[src/inc/dsl_pkg.sv]
// Purpose: Shared constants and types for the drive status LED block
// Assumes: 25 MHz system clock, 50 ms flash time base
// Notes: Register offsets are byte addresses on a 32-bit Avalon-MM slave

package dsl_pkg;

    ////////////////////////////////////////////////////////////////////////
    // Timing
    localparam int CLK_FREQ_HZ = 25_000_000;
    localparam int FLICKER_MS = 50;
    localparam int BLINK_MS = 200;
    localparam int FLASH_OFF_MS = 1000;
    localparam int TICK_CYCLES = CLK_FREQ_HZ / 1000 * FLICKER_MS;

    localparam int CNT_W = 6;
    localparam logic [CNT_W-1:0] ON_TICKS = CNT_W'(BLINK_MS / FLICKER_MS);
    localparam logic [CNT_W-1:0] OFF_TICKS = CNT_W'(FLASH_OFF_MS / FLICKER_MS);
    localparam logic [CNT_W-1:0] BLINK_LEN = CNT_W'(2 * BLINK_MS / FLICKER_MS);
    localparam logic [CNT_W-1:0] SINGLE_LEN = ON_TICKS + OFF_TICKS;
    localparam logic [CNT_W-1:0] DOUBLE_LEN = CNT_W'(3 * BLINK_MS / FLICKER_MS) + OFF_TICKS;
    localparam logic [CNT_W-1:0] SINGLE_SHIFT = SINGLE_LEN >> 1;
    localparam logic [CNT_W-1:0] CNT_ONE = 6'h01;

    ////////////////////////////////////////////////////////////////////////
    // Register map
    localparam int ADDR_W = 4;
    localparam logic [ADDR_W-1:0] REG_CTRL = 4'h0;
    localparam logic [ADDR_W-1:0] REG_STATUS = 4'h4;
    localparam logic [ADDR_W-1:0] REG_IRQ_STAT = 4'h8;
    localparam logic [ADDR_W-1:0] REG_IRQ_MASK = 4'hC;

    localparam int CTRL_FAULT_OUT = 0;
    localparam logic CTRL_FAULT_OUT_RST = 1'b1;

    localparam int ST_READY_GREEN = 0;
    localparam int ST_READY_RED = 1;
    localparam int ST_NET_GREEN = 2;
    localparam int ST_NET_RED = 3;
    localparam int ST_SLAVE_LSB = 4;
    localparam int ST_ERRPAT_LSB = 8;

    localparam int IRQ_W = 4;
    localparam int IRQ_ERR = 0;
    localparam int IRQ_STATE = 1;
    localparam int IRQ_INIT = 2;
    localparam int IRQ_WDOG = 3;
    localparam logic [IRQ_W-1:0] IRQ_RST = 4'h0;

    ////////////////////////////////////////////////////////////////////////
    // Types
    typedef enum logic [3:0] {
        SLV_INIT = 4'h1,
        SLV_PREOP = 4'h2,
        SLV_SAFEOP = 4'h4,
        SLV_OP = 4'h8
    } dsl_slave_state_t;

    typedef enum logic [5:0] {
        ERR_OFF = 6'h01,
        ERR_BLINK = 6'h02,
        ERR_SINGLE = 6'h04,
        ERR_DOUBLE = 6'h08,
        ERR_FLICKER = 6'h10,
        ERR_ON = 6'h20
    } dsl_err_pat_t;

    typedef struct packed {
        logic critical;
        logic watchdog;
        logic al_error;
        logic config_err;
    } dsl_net_err_t;

    typedef struct packed {
        logic blink_a;
        logic blink_b;
        logic single_a;
        logic single_b;
        logic double_a;
        logic flicker_a;
    } dsl_wave_t;

endpackage

[src/core/dsl_flash_gen.sv]
// Purpose: Flash waveform generator for the status indicators
// Assumes: i_tick is a one-cycle pulse every flicker period
// Notes: Phase a drives the error colour, phase b the run colour

`timescale 1ns/10ps
`default_nettype none

module dsl_flash_gen (
    input wire logic i_clk,
    input wire logic i_arst_n,
    input wire logic i_tick,
    output dsl_pkg::dsl_wave_t o_wave
);
    import dsl_pkg::*;

    // Waves start where the counters start, so the two phases are opposite from reset on
    localparam dsl_wave_t WAVE_RST = '{blink_a: 1'b1, blink_b: 1'b0, single_a: 1'b1,
        single_b: 1'b0, double_a: 1'b1, flicker_a: 1'b0};

    logic [CNT_W-1:0] blink_cnt;
    logic [CNT_W-1:0] single_cnt;
    logic [CNT_W-1:0] double_cnt;
    logic flick;

    wire blink_wrap = (blink_cnt == BLINK_LEN - CNT_ONE);
    wire single_wrap = (single_cnt == SINGLE_LEN - CNT_ONE);
    wire double_wrap = (double_cnt == DOUBLE_LEN - CNT_ONE);
    wire [CNT_W-1:0] next_blink = blink_wrap ? '0 : blink_cnt + CNT_ONE;
    wire [CNT_W-1:0] next_single = single_wrap ? '0 : single_cnt + CNT_ONE;
    wire [CNT_W-1:0] next_double = double_wrap ? '0 : double_cnt + CNT_ONE;

    // Second flash sits one on-time after the first one ends
    wire double_on = (double_cnt < ON_TICKS) ||
        ((double_cnt >= (ON_TICKS << 1)) && (double_cnt < ON_TICKS * CNT_W'(3)));
    wire single_on_b = (single_cnt >= SINGLE_SHIFT) &&
        (single_cnt < SINGLE_SHIFT + ON_TICKS);

    ////////////////////////////////////////////////////////////////////////
    always_ff @(posedge i_clk or negedge i_arst_n) begin
        if (!i_arst_n) begin
            blink_cnt <= '0;
            single_cnt <= '0;
            double_cnt <= '0;
            flick <= 1'b0;
        end else if (i_tick) begin
            blink_cnt <= next_blink;
            single_cnt <= next_single;
            double_cnt <= next_double;
            flick <= ~flick;
        end
    end

    always_ff @(posedge i_clk or negedge i_arst_n) begin
        if (!i_arst_n) begin
            o_wave <= WAVE_RST;
        end else begin
            o_wave.blink_a <= (blink_cnt < ON_TICKS);
            o_wave.blink_b <= (blink_cnt >= ON_TICKS);
            o_wave.single_a <= (single_cnt < ON_TICKS);
            o_wave.single_b <= single_on_b;
            o_wave.double_a <= double_on;
            o_wave.flicker_a <= flick;
        end
    end

endmodule

`default_nettype wire

[src/core/dsl_led_top.sv]
// Purpose: Drive ready/error LED and bi-colour network status LED
// Assumes: Slave state and error causes come from the state machine
// Notes: Registers on Avalon-MM, one wait state per access

`timescale 1ns/10ps
`default_nettype none

// Functional notes
// - Green ready LED lights once power-on initialisation has finished.
// - Green ready LED goes dark whenever any error is present.
// - Red ready LED lights on any error or when the fault output is driven low.
// - Status LED merges green run and red error patterns, run 180 degrees shifted.
// - When both colours are wanted at once the status LED shows red only.
// - Run pattern is off in the INIT state.
// - Run pattern blinks in the PRE-OPERATIONAL state.
// - Run pattern single-flashes in the SAFE-OPERATIONAL state.
// - Run pattern is steady on in the OPERATIONAL state.
// - Error pattern is steady on for a critical or controller failure.
// - Error pattern double-flashes on a process data watchdog timeout.
// - Error pattern single-flashes on a local error flagged in AL status.
// - Error pattern flickers when INIT is reached with the error flag set.
// - Error pattern is off when communication works with no error.
module dsl_led_top #(
    parameter int TICK_CYCLES = dsl_pkg::TICK_CYCLES
) (
    input wire logic i_clk,
    input wire logic i_arst_n,
    input wire logic [dsl_pkg::ADDR_W-1:0] i_avs_address,
    input wire logic i_avs_read,
    input wire logic i_avs_write,
    input wire logic [31:0] i_avs_writedata,
    output logic [31:0] o_avs_readdata,
    output logic o_avs_waitrequest,
    input wire logic i_init_done,
    input wire logic i_drive_error,
    input wire dsl_pkg::dsl_slave_state_t i_slave_state,
    input wire dsl_pkg::dsl_net_err_t i_net_err,
    output logic o_ready_green,
    output logic o_ready_red,
    output logic o_net_green,
    output logic o_net_red,
    output logic o_irq
);
    import dsl_pkg::*;

    localparam int TICK_W = $clog2(TICK_CYCLES);

    ////////////////////////////////////////////////////////////////////////
    // Flash time base

    logic [TICK_W-1:0] tick_cnt;
    logic tick;
    dsl_wave_t wave;

    wire tick_wrap = (tick_cnt == TICK_W'(TICK_CYCLES - 1));

    always_ff @(posedge i_clk or negedge i_arst_n) begin
        if (!i_arst_n) begin
            tick_cnt <= '0;
            tick <= 1'b0;
        end else begin
            tick_cnt <= tick_wrap ? '0 : tick_cnt + TICK_W'(1);
            tick <= tick_wrap;
        end
    end

    dsl_flash_gen u_flash (
        .i_clk(i_clk),
        .i_arst_n(i_arst_n),
        .i_tick(tick),
        .o_wave(wave)
    );

    ////////////////////////////////////////////////////////////////////////
    // Register bus slave

    logic served;
    logic fault_out;
    logic [IRQ_W-1:0] irq_stat;
    logic [IRQ_W-1:0] irq_mask;

    wire bus_req = i_avs_read | i_avs_write;
    wire bus_done = bus_req & served;
    wire wr_ctrl = bus_done & i_avs_write & (i_avs_address == REG_CTRL);
    wire wr_istat = bus_done & i_avs_write & (i_avs_address == REG_IRQ_STAT);
    wire wr_imask = bus_done & i_avs_write & (i_avs_address == REG_IRQ_MASK);

    // One wait state gives the read mux a full cycle
    assign o_avs_waitrequest = bus_req & ~served;

    ////////////////////////////////////////////////////////////////////////
    // Indicator decode

    logic init_seen;
    logic [IRQ_W-1:0] evt_prev;
    dsl_slave_state_t state_prev;
    dsl_err_pat_t err_sel;

    wire boot_err = i_net_err.al_error & (i_slave_state == SLV_INIT);
    wire net_err_any = |i_net_err;
    wire drive_err_any = i_drive_error | net_err_any;

    always_comb begin
        if (i_net_err.critical) begin
            err_sel = ERR_ON;
        end else if (i_net_err.watchdog) begin
            err_sel = ERR_DOUBLE;
        end else if (boot_err) begin
            err_sel = ERR_FLICKER;
        end else if (i_net_err.al_error) begin
            err_sel = ERR_SINGLE;
        end else if (i_net_err.config_err) begin
            err_sel = ERR_BLINK;
        end else begin
            err_sel = ERR_OFF;
        end
    end

    logic err_lit;
    logic run_lit;

    always_comb begin
        case (err_sel)
            ERR_ON: err_lit = 1'b1;
            ERR_DOUBLE: err_lit = wave.double_a;
            ERR_FLICKER: err_lit = wave.flicker_a;
            ERR_SINGLE: err_lit = wave.single_a;
            ERR_BLINK: err_lit = wave.blink_a;
            default: err_lit = 1'b0;
        endcase
    end

    // Run colour uses phase b so it sits opposite the error colour
    always_comb begin
        case (i_slave_state)
            SLV_PREOP: run_lit = wave.blink_b;
            SLV_SAFEOP: run_lit = wave.single_b;
            SLV_OP: run_lit = 1'b1;
            default: run_lit = 1'b0;
        endcase
    end

    wire next_net_red = err_lit;
    wire next_net_green = run_lit & ~err_lit;
    wire next_ready_green = init_seen & ~drive_err_any;
    wire next_ready_red = drive_err_any | ~fault_out;

    always_ff @(posedge i_clk or negedge i_arst_n) begin
        if (!i_arst_n) begin
            o_net_red <= 1'b0;
            o_net_green <= 1'b0;
            o_ready_green <= 1'b0;
            o_ready_red <= 1'b0;
            init_seen <= 1'b0;
        end else begin
            o_net_red <= next_net_red;
            o_net_green <= next_net_green;
            o_ready_green <= next_ready_green;
            o_ready_red <= next_ready_red;
            init_seen <= init_seen | i_init_done;
        end
    end

    ////////////////////////////////////////////////////////////////////////
    // Interrupt events

    wire [IRQ_W-1:0] evt_level = {i_net_err.watchdog, init_seen, 1'b0, drive_err_any};
    wire state_chg = (i_slave_state != state_prev);
    wire [IRQ_W-1:0] evt_rise = (evt_level & ~evt_prev) | (IRQ_W'(state_chg) << IRQ_STATE);
    wire [IRQ_W-1:0] clr_mask = wr_istat ? i_avs_writedata[IRQ_W-1:0] : '0;
    // Set wins over a write-one-to-clear in the same cycle
    wire [IRQ_W-1:0] next_irq_stat = (irq_stat & ~clr_mask) | evt_rise;

    always_ff @(posedge i_clk or negedge i_arst_n) begin
        if (!i_arst_n) begin
            evt_prev <= '0;
            state_prev <= SLV_INIT;
            irq_stat <= IRQ_RST;
        end else begin
            evt_prev <= evt_level;
            state_prev <= i_slave_state;
            irq_stat <= next_irq_stat;
        end
    end

    assign o_irq = |(irq_stat & irq_mask);

    ////////////////////////////////////////////////////////////////////////
    // Register storage and read mux

    logic [31:0] status_word;

    always_comb begin
        status_word = '0;
        status_word[ST_READY_GREEN] = o_ready_green;
        status_word[ST_READY_RED] = o_ready_red;
        status_word[ST_NET_GREEN] = o_net_green;
        status_word[ST_NET_RED] = o_net_red;
        status_word[ST_SLAVE_LSB +: 4] = i_slave_state;
        status_word[ST_ERRPAT_LSB +: 6] = err_sel;
    end

    logic [31:0] rd_mux;

    always_comb begin
        case (i_avs_address)
            REG_CTRL: rd_mux = {31'h0, fault_out};
            REG_STATUS: rd_mux = status_word;
            REG_IRQ_STAT: rd_mux = {28'h0, irq_stat};
            REG_IRQ_MASK: rd_mux = {28'h0, irq_mask};
            default: rd_mux = 32'h0;
        endcase
    end

    always_ff @(posedge i_clk or negedge i_arst_n) begin
        if (!i_arst_n) begin
            served <= 1'b0;
            o_avs_readdata <= 32'h0;
        end else begin
            served <= bus_req & ~served;
            if (i_avs_read & ~served) begin
                o_avs_readdata <= rd_mux;
            end
        end
    end

    always_ff @(posedge i_clk or negedge i_arst_n) begin
        if (!i_arst_n) begin
            fault_out <= CTRL_FAULT_OUT_RST;
            irq_mask <= IRQ_RST;
        end else begin
            if (wr_ctrl) begin
                fault_out <= i_avs_writedata[CTRL_FAULT_OUT];
            end
            if (wr_imask) begin
                irq_mask <= i_avs_writedata[IRQ_W-1:0];
            end
        end
    end
endmodule

`default_nettype wire

[config.mk]
export PLATFORM = sky130hd
export DESIGN_NAME = dsl_led_top
export DESIGN_NICKNAME = d
export VERILOG_FILES = /design/src/inc/dsl_pkg.sv /design/src/core/dsl_flash_gen.sv /design/src/core/dsl_led_top.sv
export SDC_FILE = /design/constraint.sdc
export NUM_CORES = 1
export LEC_CHECK = 0
export BUFFER_PORTS_ARGS = -buffer_cell sky130_fd_sc_hd__buf_2
export CAP_MARGIN = 20
export CELL_PAD_IN_SITES_DETAIL_PLACEMENT = 1
export CELL_PAD_IN_SITES_GLOBAL_PLACEMENT = 2
export CORE_UTILIZATION = 31
export DETAILED_ROUTE_END_ITERATION = 10
export HOLD_SLACK_MARGIN = 0.05
export PLACE_DENSITY_LB_ADDON = 0.12
export SYNTH_ARGS = -nofsm -noshare
export SYNTH_HDL_FRONTEND = slang
export SYNTH_SLANG_ARGS = --single-unit
export TNS_END_PERCENT = 100
[constraint.sdc]
create_clock -name i_clk -period 1.8 [get_ports i_clk]
set_input_delay 0.09 -clock i_clk [delete_from_list [all_inputs] [get_ports i_clk]]
set_output_delay 0.09 -clock i_clk [all_outputs]
set_load 0.01 [all_outputs]
==> metrics.csv, run 1 <==
stage;metric;value;unit
outcome;result of the run;finished with violations;
outcome;violated checks;design-rule violations;
setup_path;Crit path largest cell delay;0.56;ns
pwr;Clock Power Share;46.7;%
floorplanning;row count;39;
synthesis;asr flop ratio synth;100;%
clock_network;Worst-Skew Late Latency;0.34;ns
floorplanning;placeable core region;0.0116;mm²
finish;final layout net count;492;
setup_path;type of destination of the critical path;flop;
finish;combined flip-flop and latch cell area;0.00208;mm²
timing;total setup violations reported at the end of the flow;0;
run;max-cap check violation count;0;
timing;Final TNS setup;0;ns
routing;Routed WL;8570;µm
pwr;part of the total power dissipated in sequential elements;46.1;%
synthesis;most instantiated flip-flop cell in the synthesis netlist;dfrtp_1;
finish;layout cell share with drive strength beyond 1;27.4;%
finish;footprint of the multi-input gates;0.00156;mm²
setup_path;Critical Path Source Type;flop;
timing;pins over their slew limit;0;
pwr;leakage;2.28;nW
placement;DPL Wire Length;6200;µm
timing;shortest clock period the worst path allows after layout;1.75;ns
global_routing;wire length of the first global-routing pass;14800;µm
synthesis;Unique masters post-synth;50;
synthesis;Post-synth EDFFs;0;
setup_path;sum of buffers and inverters on the critical path;0;
synthesis;share of the yosys chip area belonging to registers;55.2;%
placement;count of buffers from port buffering;41;
placement;number of instances in the placed design;546;
synthesis;most instantiated library cell after synthesis;dfrtp_1;
setup_path;most repeated library cell on the critical path;or4_4;
synthesis;cells after synthesis;342;
pwr;net switching power;0.940;mW
floorplanning;Die ar.;0.0126;mm²
global_routing;Tot GR Track Use;15.1;%
placement;final estimated routing congestion in global placement;0.707;
pwr;switching power share of the total;22.1;%
setup_path;Crit path required time;2.07;ns
setup_path;Worst path top cell family by delay;simple AND/OR/NAND/NOR gates;
timing;worst hold margin;0.0673;ns
floorplanning;die height;112;µm
global_routing;antenna violations before repair;0;
setup_path;Setup Crit Path Kind;flop to flop;
routing;vias per std cell;4.78;
pwr;Combinational Power Share;7.2;%
synthesis;top cells by instance count after synthesis;78 x dfrtp_1, 30 x nand2_1, 23 x nor2_1;
clock_network;Sink Count;83;
global_routing;largest net degree at the start of global routing;33;
floorplanning;Starting Density;32.5;%
timing;share of the clock period used by the worst path;97.3;%
synthesis;Mapped Avg Cell Area;11.0;µm²
synthesis;Post-Synthesis Cell Area;0.00377;mm²
synthesis;top cell type's share of synthesized area;51.7;%
timing;highest clock frequency the design can meet;571;MHz
synthesis;cell types occupying the most area after synthesis;dfrtp_1 52%, xnor2_1 4.2%, buf_4 3.8%, dfstp_2 3.5%, xor2_1 3.0%;
timing;RSZ-0062 raised after global routing;yes;
clock_network;total number of H-tree levels;3;
clock_network;clock tree from TritonCTS;built;
routing;DR pass1 iterations;9;
worst_hold_path;class of the most critical hold timing path;primary input to flop;
routing;drt initial violations;131;
finish;Ant. Diodes;0;
clock_network;clock buffers created by TritonCTS;9;
synthesis;post-synthesis cell type with the largest combined area;dfrtp_1;
timing;skew final;0.00784;ns
setup_path;arrival time worst endpoint;2.02;ns
floorplanning;die extent in x;112;µm
synthesis;number of synthesized register bits;83;
finish;layout overhead on the synthesized area;28.6;%
clock_network;Worst-path clk slew;0.06;ns
pwr;peak supply drop;330;µV
pwr;internal power consumption;3.32;mW
timing;final worst-path setup slack;0.0480;ns
setup_path;CP Max Fanout;5;
global_routing;sum of overflow across all layers after global routing;0;
pwr;power density normalized to cell area;878;mW/mm²
routing;remaining number of nets flagged by the antenna check after routing;0;
floorplanning;num ports;88;
finish;Finished Layout Cells;584;
global_routing;number of global-route vias before repair;2971;
routing;total vias in the final route;2794;
setup_path;slowest cell on the critical path;or4_4;
timing;final number of hold-violating endpoints;0;
placement;pre-CTS setup slack;-0.120;ns
routing;total DRC errors in the routed layout;6;
clock_network;Max clock buf depth;2;
finish;# fillers;1302;
synthesis;number of warning messages in the yosys log;0;
routing;average routed wire per standard cell;14.7;µm
clock_network;CTS root buffer;clkbuf_16;
setup_path;chain of cells forming the critical path;nand3_1 -> or4_4 -> or4_4 -> a21oi_2;
registers in the layout, summed over array words and instances (netlist names), 3 cells and up:
name and flops:
evt_prev 3, irq_mask 4, irq_stat 4, o_avs_readdata 14
state_prev 4, tick_cnt 21, u_flash.blink_cnt 6, u_flash.double_cnt 6
u_flash.o_wave 6, u_flash.single_cnt 6
cell type report:
cell class              count  area share, %
clock buffers              14           5.23
clock inverters             2           1.24
repair buffers             93           13.5
well taps                 143           3.69
flip-flops and latches     83           42.9
inverters                  16           1.24
multi-input cells         233           32.2
worst reg2reg max path, delay by kind of cell, from the launching register on:
family          cells  cell delay (ns)
simple gates        3             1.16
compound gates      1             0.14
flops               1             0.39
repair_timing:
| action | CTS | global route |
|---|---|---|
| gates resized for setup | 1 | 12 |
| pin swaps | 1 | 5 |
| hold buffers | 15 | 0 |
| hold endpoints to repair | 48 | 0 |
| setup buffers | 2 | 5 |
| setup endpoints to repair | 12 | 11 |
logic make-up (layout without fill, tap and decap cells):
group / count (synthesis) / count (layout) / share of synthesized area (%)
muxes: 13 / 13 / 4.05
and+or+nand+nor: 122 / 122 / 17.3
buffers and inverters: 43 / 125 / 6.40
DFF: 83 / 83 / 55.2
other: 1 / 18 / 0.0994
xor gates and xnor gates: 31 / 31 / 7.20
adders and majority gates: 6 / 6 / 1.99
AOI/OAI and AO/OA: 43 / 43 / 7.73
worst paths after layout:
check / startpoint / end / slack, ns / depth (start not counted)
setup / recovery: tick_cnt[4]$_DFF_PN0_ / tick_cnt[20]$_DFF_PN0_ / 0.05 / 4
hold / removal: i_net_err[1] / o_avs_readdata[10]$_DFFE_PN0P_ / 0.07 / 3
setup reg to reg: tick_cnt[4]$_DFF_PN0_ / tick_cnt[20]$_DFF_PN0_ / 0.05 / 4
hold reg to reg: u_flash.flick$_DFFE_PN0P_ / u_flash.o_wave[0]$_DFF_PN0_ / 0.40 / 0
max in group asynchronous: i_arst_n / u_flash.blink_cnt[1]$_DFFE_PN0P_ / 0.97 / 3
min in group asynchronous: i_arst_n / o_avs_readdata[12]$_DFFE_PN0P_ / 0.24 / 2
cells in the final DEF, fill, tap and decap left out, types with 7 or more instances in the layout:
master / instances
nor4_1: 7
nand4_1: 11
conb_1: 18
nor3_1: 10
a22o_1: 9
xnor2_1: 18
dfrtp_1: 78
buf_2: 40
o21ai_0: 13
xor2_1: 13
dlygate4sd3_1: 15
nand3_1: 14
buf_4: 35
nor2_1: 23
clkbuf_16: 9
mux2_2: 8
nand2_1: 30
inv_1: 16
per-layer routing:
| metal | track usage (%) | share of wire (%) | routed length (µm) | vias to the layer above |
|---|---|---|---|---|
| li1 | - | - | - | 1346 |
| met1 | 18.9 | 46 | 3980 | 1372 |
| met2 | 25.3 | 48 | 4080 | 64 |
| met3 | 2.97 | 4.1 | 349 | 12 |
| met4 | 6.67 | 1.9 | 161 | 0 |
| met5 | 0 | 0 | 0 | - |
power groups by stage:
stage	Clock, mW	Sequential (mW)	Combinational (mW)
2_1_floorplan	0	2.00	0.168
3_3_place_gp	0	2.00	0.282
3_5_place_dp	0	2.00	0.287
4_1_cts	2.05	1.97	0.314
5_1_grt	2.14	1.97	0.344
6_report	1.99	1.97	0.307
per-stage QoR:
step / instance area [µm²] / util, % / power [mW]
2_1_floorplan: 3840 / - / 2.16
3_5_place_dp: 4280 / 36.8 / 2.29
3_3_place_gp: 4280 / 36.8 / 2.28
6_report: 4850 / 41.8 / 4.26
5_1_grt: 4850 / 41.8 / 4.46
4_1_cts: 4760 / 41.0 / 4.33
No activity file was read; power rests on OpenSTA's default activity.
==> inputs of run 2 (changes only) <==
Settings changed: CORE_UTILIZATION 31 to 34, PLACE_DENSITY from default to 0.9, PLACE_DENSITY_LB_ADDON 0.12 to default.
Clock period 1.8 ns to 1.9 ns, I/O delays scaled along.
==> metrics.csv, run 2 (synthesis results as in run 1) <==
stage;metric;value;unit;change
outcome;result of the run;finished, final reports clean;;was finished with violations
pwr;leakage;2.17;nW;was 2.28 nW
setup_path;Critical Path Source Type;flop;;unchanged
timing;skew final;0.00936;ns;was 0.00784 ns
clock_network;Worst-path clk slew;0.09;ns;was 0.06 ns
finish;leading cell type in the layout, fill and taps excluded;dfrtp_1;;unchanged
floorplanning;die extent in x;107;µm;was 112 µm
routing;average routed wire per standard cell;14.9;µm;was 14.7 µm
setup_path;sum of buffers and inverters on the critical path;0;;unchanged
setup_path;Setup Crit Path Kind;flop to flop;;unchanged
finish;biggest registers after layout;tick_cnt: 21 flops, o_avs_readdata: 14 flops;;unchanged
setup_path;Crit path largest cell delay;0.53;ns;was 0.56 ns
timing;pins over their slew limit;0;;unchanged
routing;drt initial violations;93;;was 131
worst_hold_path;number of cells on the worst hold path;3;;unchanged
clock_network;clock buffers created by TritonCTS;9;;unchanged
finish;Largest Register;tick_cnt;;unchanged
clock_network;total number of H-tree levels;3;;unchanged
floorplanning;die height;107;µm;was 112 µm
finish;final standard cell utilization of the core;42.7;%;was 41.8%
floorplanning;row count;38;;was 39
finish;most frequent cells in the layout;77 x dfrtp_1, 40 x buf_2, 30 x nand2_1;;was 78 x dfrtp_1, 40 x buf_2, 35 x buf_4
setup_path;R2R setup slack;0.1;ns;was 0.05 ns
pwr;peak supply drop;275;µV;was 330 µV
timing;highest clock frequency the design can meet;555;MHz;was 571 MHz
finish;Ant. Diodes;0;;unchanged
timing;RSZ-0062 raised after global routing;no;;was yes
global_routing;number of global-route vias before repair;2988;;was 2971
finish;layout cell share with drive strength beyond 1;24.3;%;was 27.4%
setup_path;slowest cell on the critical path;or4_4;;unchanged
routing;DR pass1 iterations;4;;was 9
clock_network;Max clock buf depth;2;;unchanged
routing;Routed WL;8470;µm;was 8570 µm
setup_path;Crit path required time;2.18;ns;was 2.07 ns
timing;Final TNS setup;0;ns;unchanged
timing;shortest clock period the worst path allows after layout;1.80;ns;was 1.75 ns
global_routing;largest net degree at the start of global routing;66;;was 33
worst_hold_path;Hold Path Sink;o_avs_readdata[8]$_DFFE_PN0P_;;was o_avs_readdata[10]$_DFFE_PN0P_
placement;DPL Wire Length;5930;µm;was 6200 µm
worst_hold_path;critical hold path startpoint;i_net_err[0];;was i_net_err[1]
routing;total vias in the final route;2789;;was 2794
finish;final layout net count;479;;was 492
setup_path;arrival time worst endpoint;2.08;ns;was 2.02 ns
floorplanning;placeable core region;0.0108;mm²;was 0.0116 mm²
routing;remaining number of nets flagged by the antenna check after routing;0;;unchanged
routing;total DRC errors in the routed layout;0;;was 6
pwr;power density normalized to cell area;782;mW/mm²;was 878 mW/mm²
setup_path;chain of cells forming the critical path;nand4_4 -> or4_4 -> or4_1 -> a21oi_1;;was nand3_1 -> or4_4 -> or4_4 -> a21oi_2
global_routing;wire length of the first global-routing pass;14400;µm;was 14800 µm
setup_path;CP Max Fanout;5;;unchanged
global_routing;Tot GR Track Use;16.1;%;was 15.1%
setup_path;endpoint of the worst register-to-register path;tick_cnt[20]$_DFF_PN0_;;unchanged
floorplanning;num ports;88;;unchanged
setup_path;reg-to-reg critical path startpoint;tick_cnt[8]$_DFF_PN0_;;was tick_cnt[4]$_DFF_PN0_
clock_network;Sink Count;83;;unchanged
finish;number of flip-flops in the largest register;21;;unchanged
clock_network;clock tree from TritonCTS;built;;unchanged
clock_network;Worst-Skew Late Latency;0.36;ns;was 0.34 ns
global_routing;antenna violations before repair;0;;unchanged
routing;vias per std cell;4.91;;was 4.78
setup_path;Worst path top cell family by delay;simple AND/OR/NAND/NOR gates;;unchanged
clock_network;CTS root buffer;clkbuf_8;;was clkbuf_16
setup_path;length in cells of the worst reg-to-reg path;4;;unchanged
timing;share of the clock period used by the worst path;94.9;%;was 97.3%
global_routing;sum of overflow across all layers after global routing;0;;unchanged
worst_hold_path;class of the most critical hold timing path;primary input to flop;;unchanged
run;max-cap check violation count;0;;unchanged
timing;total setup violations reported at the end of the flow;0;;unchanged
floorplanning;Starting Density;34.8;%;was 32.5%
finish;layout overhead on the synthesized area;22.6;%;was 28.6%
floorplanning;Die ar.;0.0115;mm²;was 0.0126 mm²
setup_path;type of destination of the critical path;flop;;unchanged
placement;final estimated routing congestion in global placement;0.766;;was 0.707
timing;final number of hold-violating endpoints;0;;unchanged
placement;count of buffers from port buffering;41;;unchanged
-- run 2: cell count changes in the layout (fill, tap and decap cells not counted), moves of 2 or more --
| cell | before | now |
|---|---|---|
| buf_6 | 2 | 0 |
| a21oi_2 | 2 | 0 |
| a21oi_1 | 5 | 7 |
| or4_4 | 3 | 1 |
| clkbuf_8 | 1 | 10 |
| clkbuf_1 | 4 | 0 |
| clkinv_4 | 0 | 3 |
| or4_1 | 0 | 2 |
| clkbuf_16 | 9 | 0 |
| buf_4 | 35 | 23 |
-- run 2: layer usage --
metal  global-route usage [%]  part of all wire [%]  routed length (µm)  up-vias
met5                        0                     0                   0        -
met4                     4.99                   1.1                  94        0
met3                     3.33                   3.1                 260        8
met2                     28.7                    51                4320       48
met1                     19.4                    45                3790     1414
li1                         -                     -                   -     1319
-- run 2: how the worst max path moves through the flow --
stage               slack, ns              startpoint  depth (start not counted)                      to
floorplan                0.12   tick_cnt[6]$_DFF_PN0_                          4  tick_cnt[17]$_DFF_PN0_
global placement         0.11  tick_cnt[12]$_DFF_PN0_                          4  tick_cnt[20]$_DFF_PN0_
detailed placement       0.06   tick_cnt[8]$_DFF_PN0_                          4  tick_cnt[20]$_DFF_PN0_
CTS                      0.05   tick_cnt[8]$_DFF_PN0_                          4  tick_cnt[20]$_DFF_PN0_
global route             0.01  tick_cnt[13]$_DFF_PN0_                          4  tick_cnt[20]$_DFF_PN0_
finish                    0.1   tick_cnt[8]$_DFF_PN0_                          4  tick_cnt[20]$_DFF_PN0_
-- run 2: layout make-up --
class / instances / area, µm²
clock inverter: 6 / 97.6
clock buffer: 10 / 138
multi-input combinational: 233 / 1520
fill: 1215 / 6210
sequential: 83 / 2080
timing repair buffer: 80 / 553
inverter: 16 / 60.1
tap: 140 / 175
-- run 2: repair_timing --
action | 4_1_cts | 5_1_grt
setup endpoints to repair | 0 | 11
setup buffers | 0 | 3
hold buffers | 16 | 0
resized for setup | 0 | 2
endpoints found under the hold margin | 102 | 0
-- run 2: through the flow --
stage | hold WS (ns) | instance area (µm²) | worst slack [ns] | total power [mW] | std cells
6_report | 0.111 | 4630 | 0.0970 | 3.62 | 568
5_1_grt | 0.112 | 4630 | 0.0145 | 3.75 | 568
4_1_cts | 0.0921 | 4600 | 0.0499 | 3.66 | 565
3_5_place_dp | -0.00484 | 4200 | 0.0645 | 2.16 | 533
3_3_place_gp | -0.0113 | 4200 | 0.113 | 2.15 | 533
2_1_floorplan | -0.201 | 3840 | 0.124 | 2.05 | 359
-- run 2: worst register-to-register path, cell delays in order, from the launching register on --
cell     delay (ns)
dfrtp_2        0.44
nand4_4        0.12
or4_4          0.53
or4_1          0.49
a21oi_1        0.16
-- run 2: power by group --
part | leakage (nW) | total, mW | internal, mW | switching, mW
clock | 0.119 | 1.47 | 0.792 | 0.676
combinational | 0.989 | 0.292 | 0.129 | 0.163
sequential | 1.07 | 1.86 | 1.82 | 0.0371
total | 2.17 | 3.62 | 2.74 | 0.876
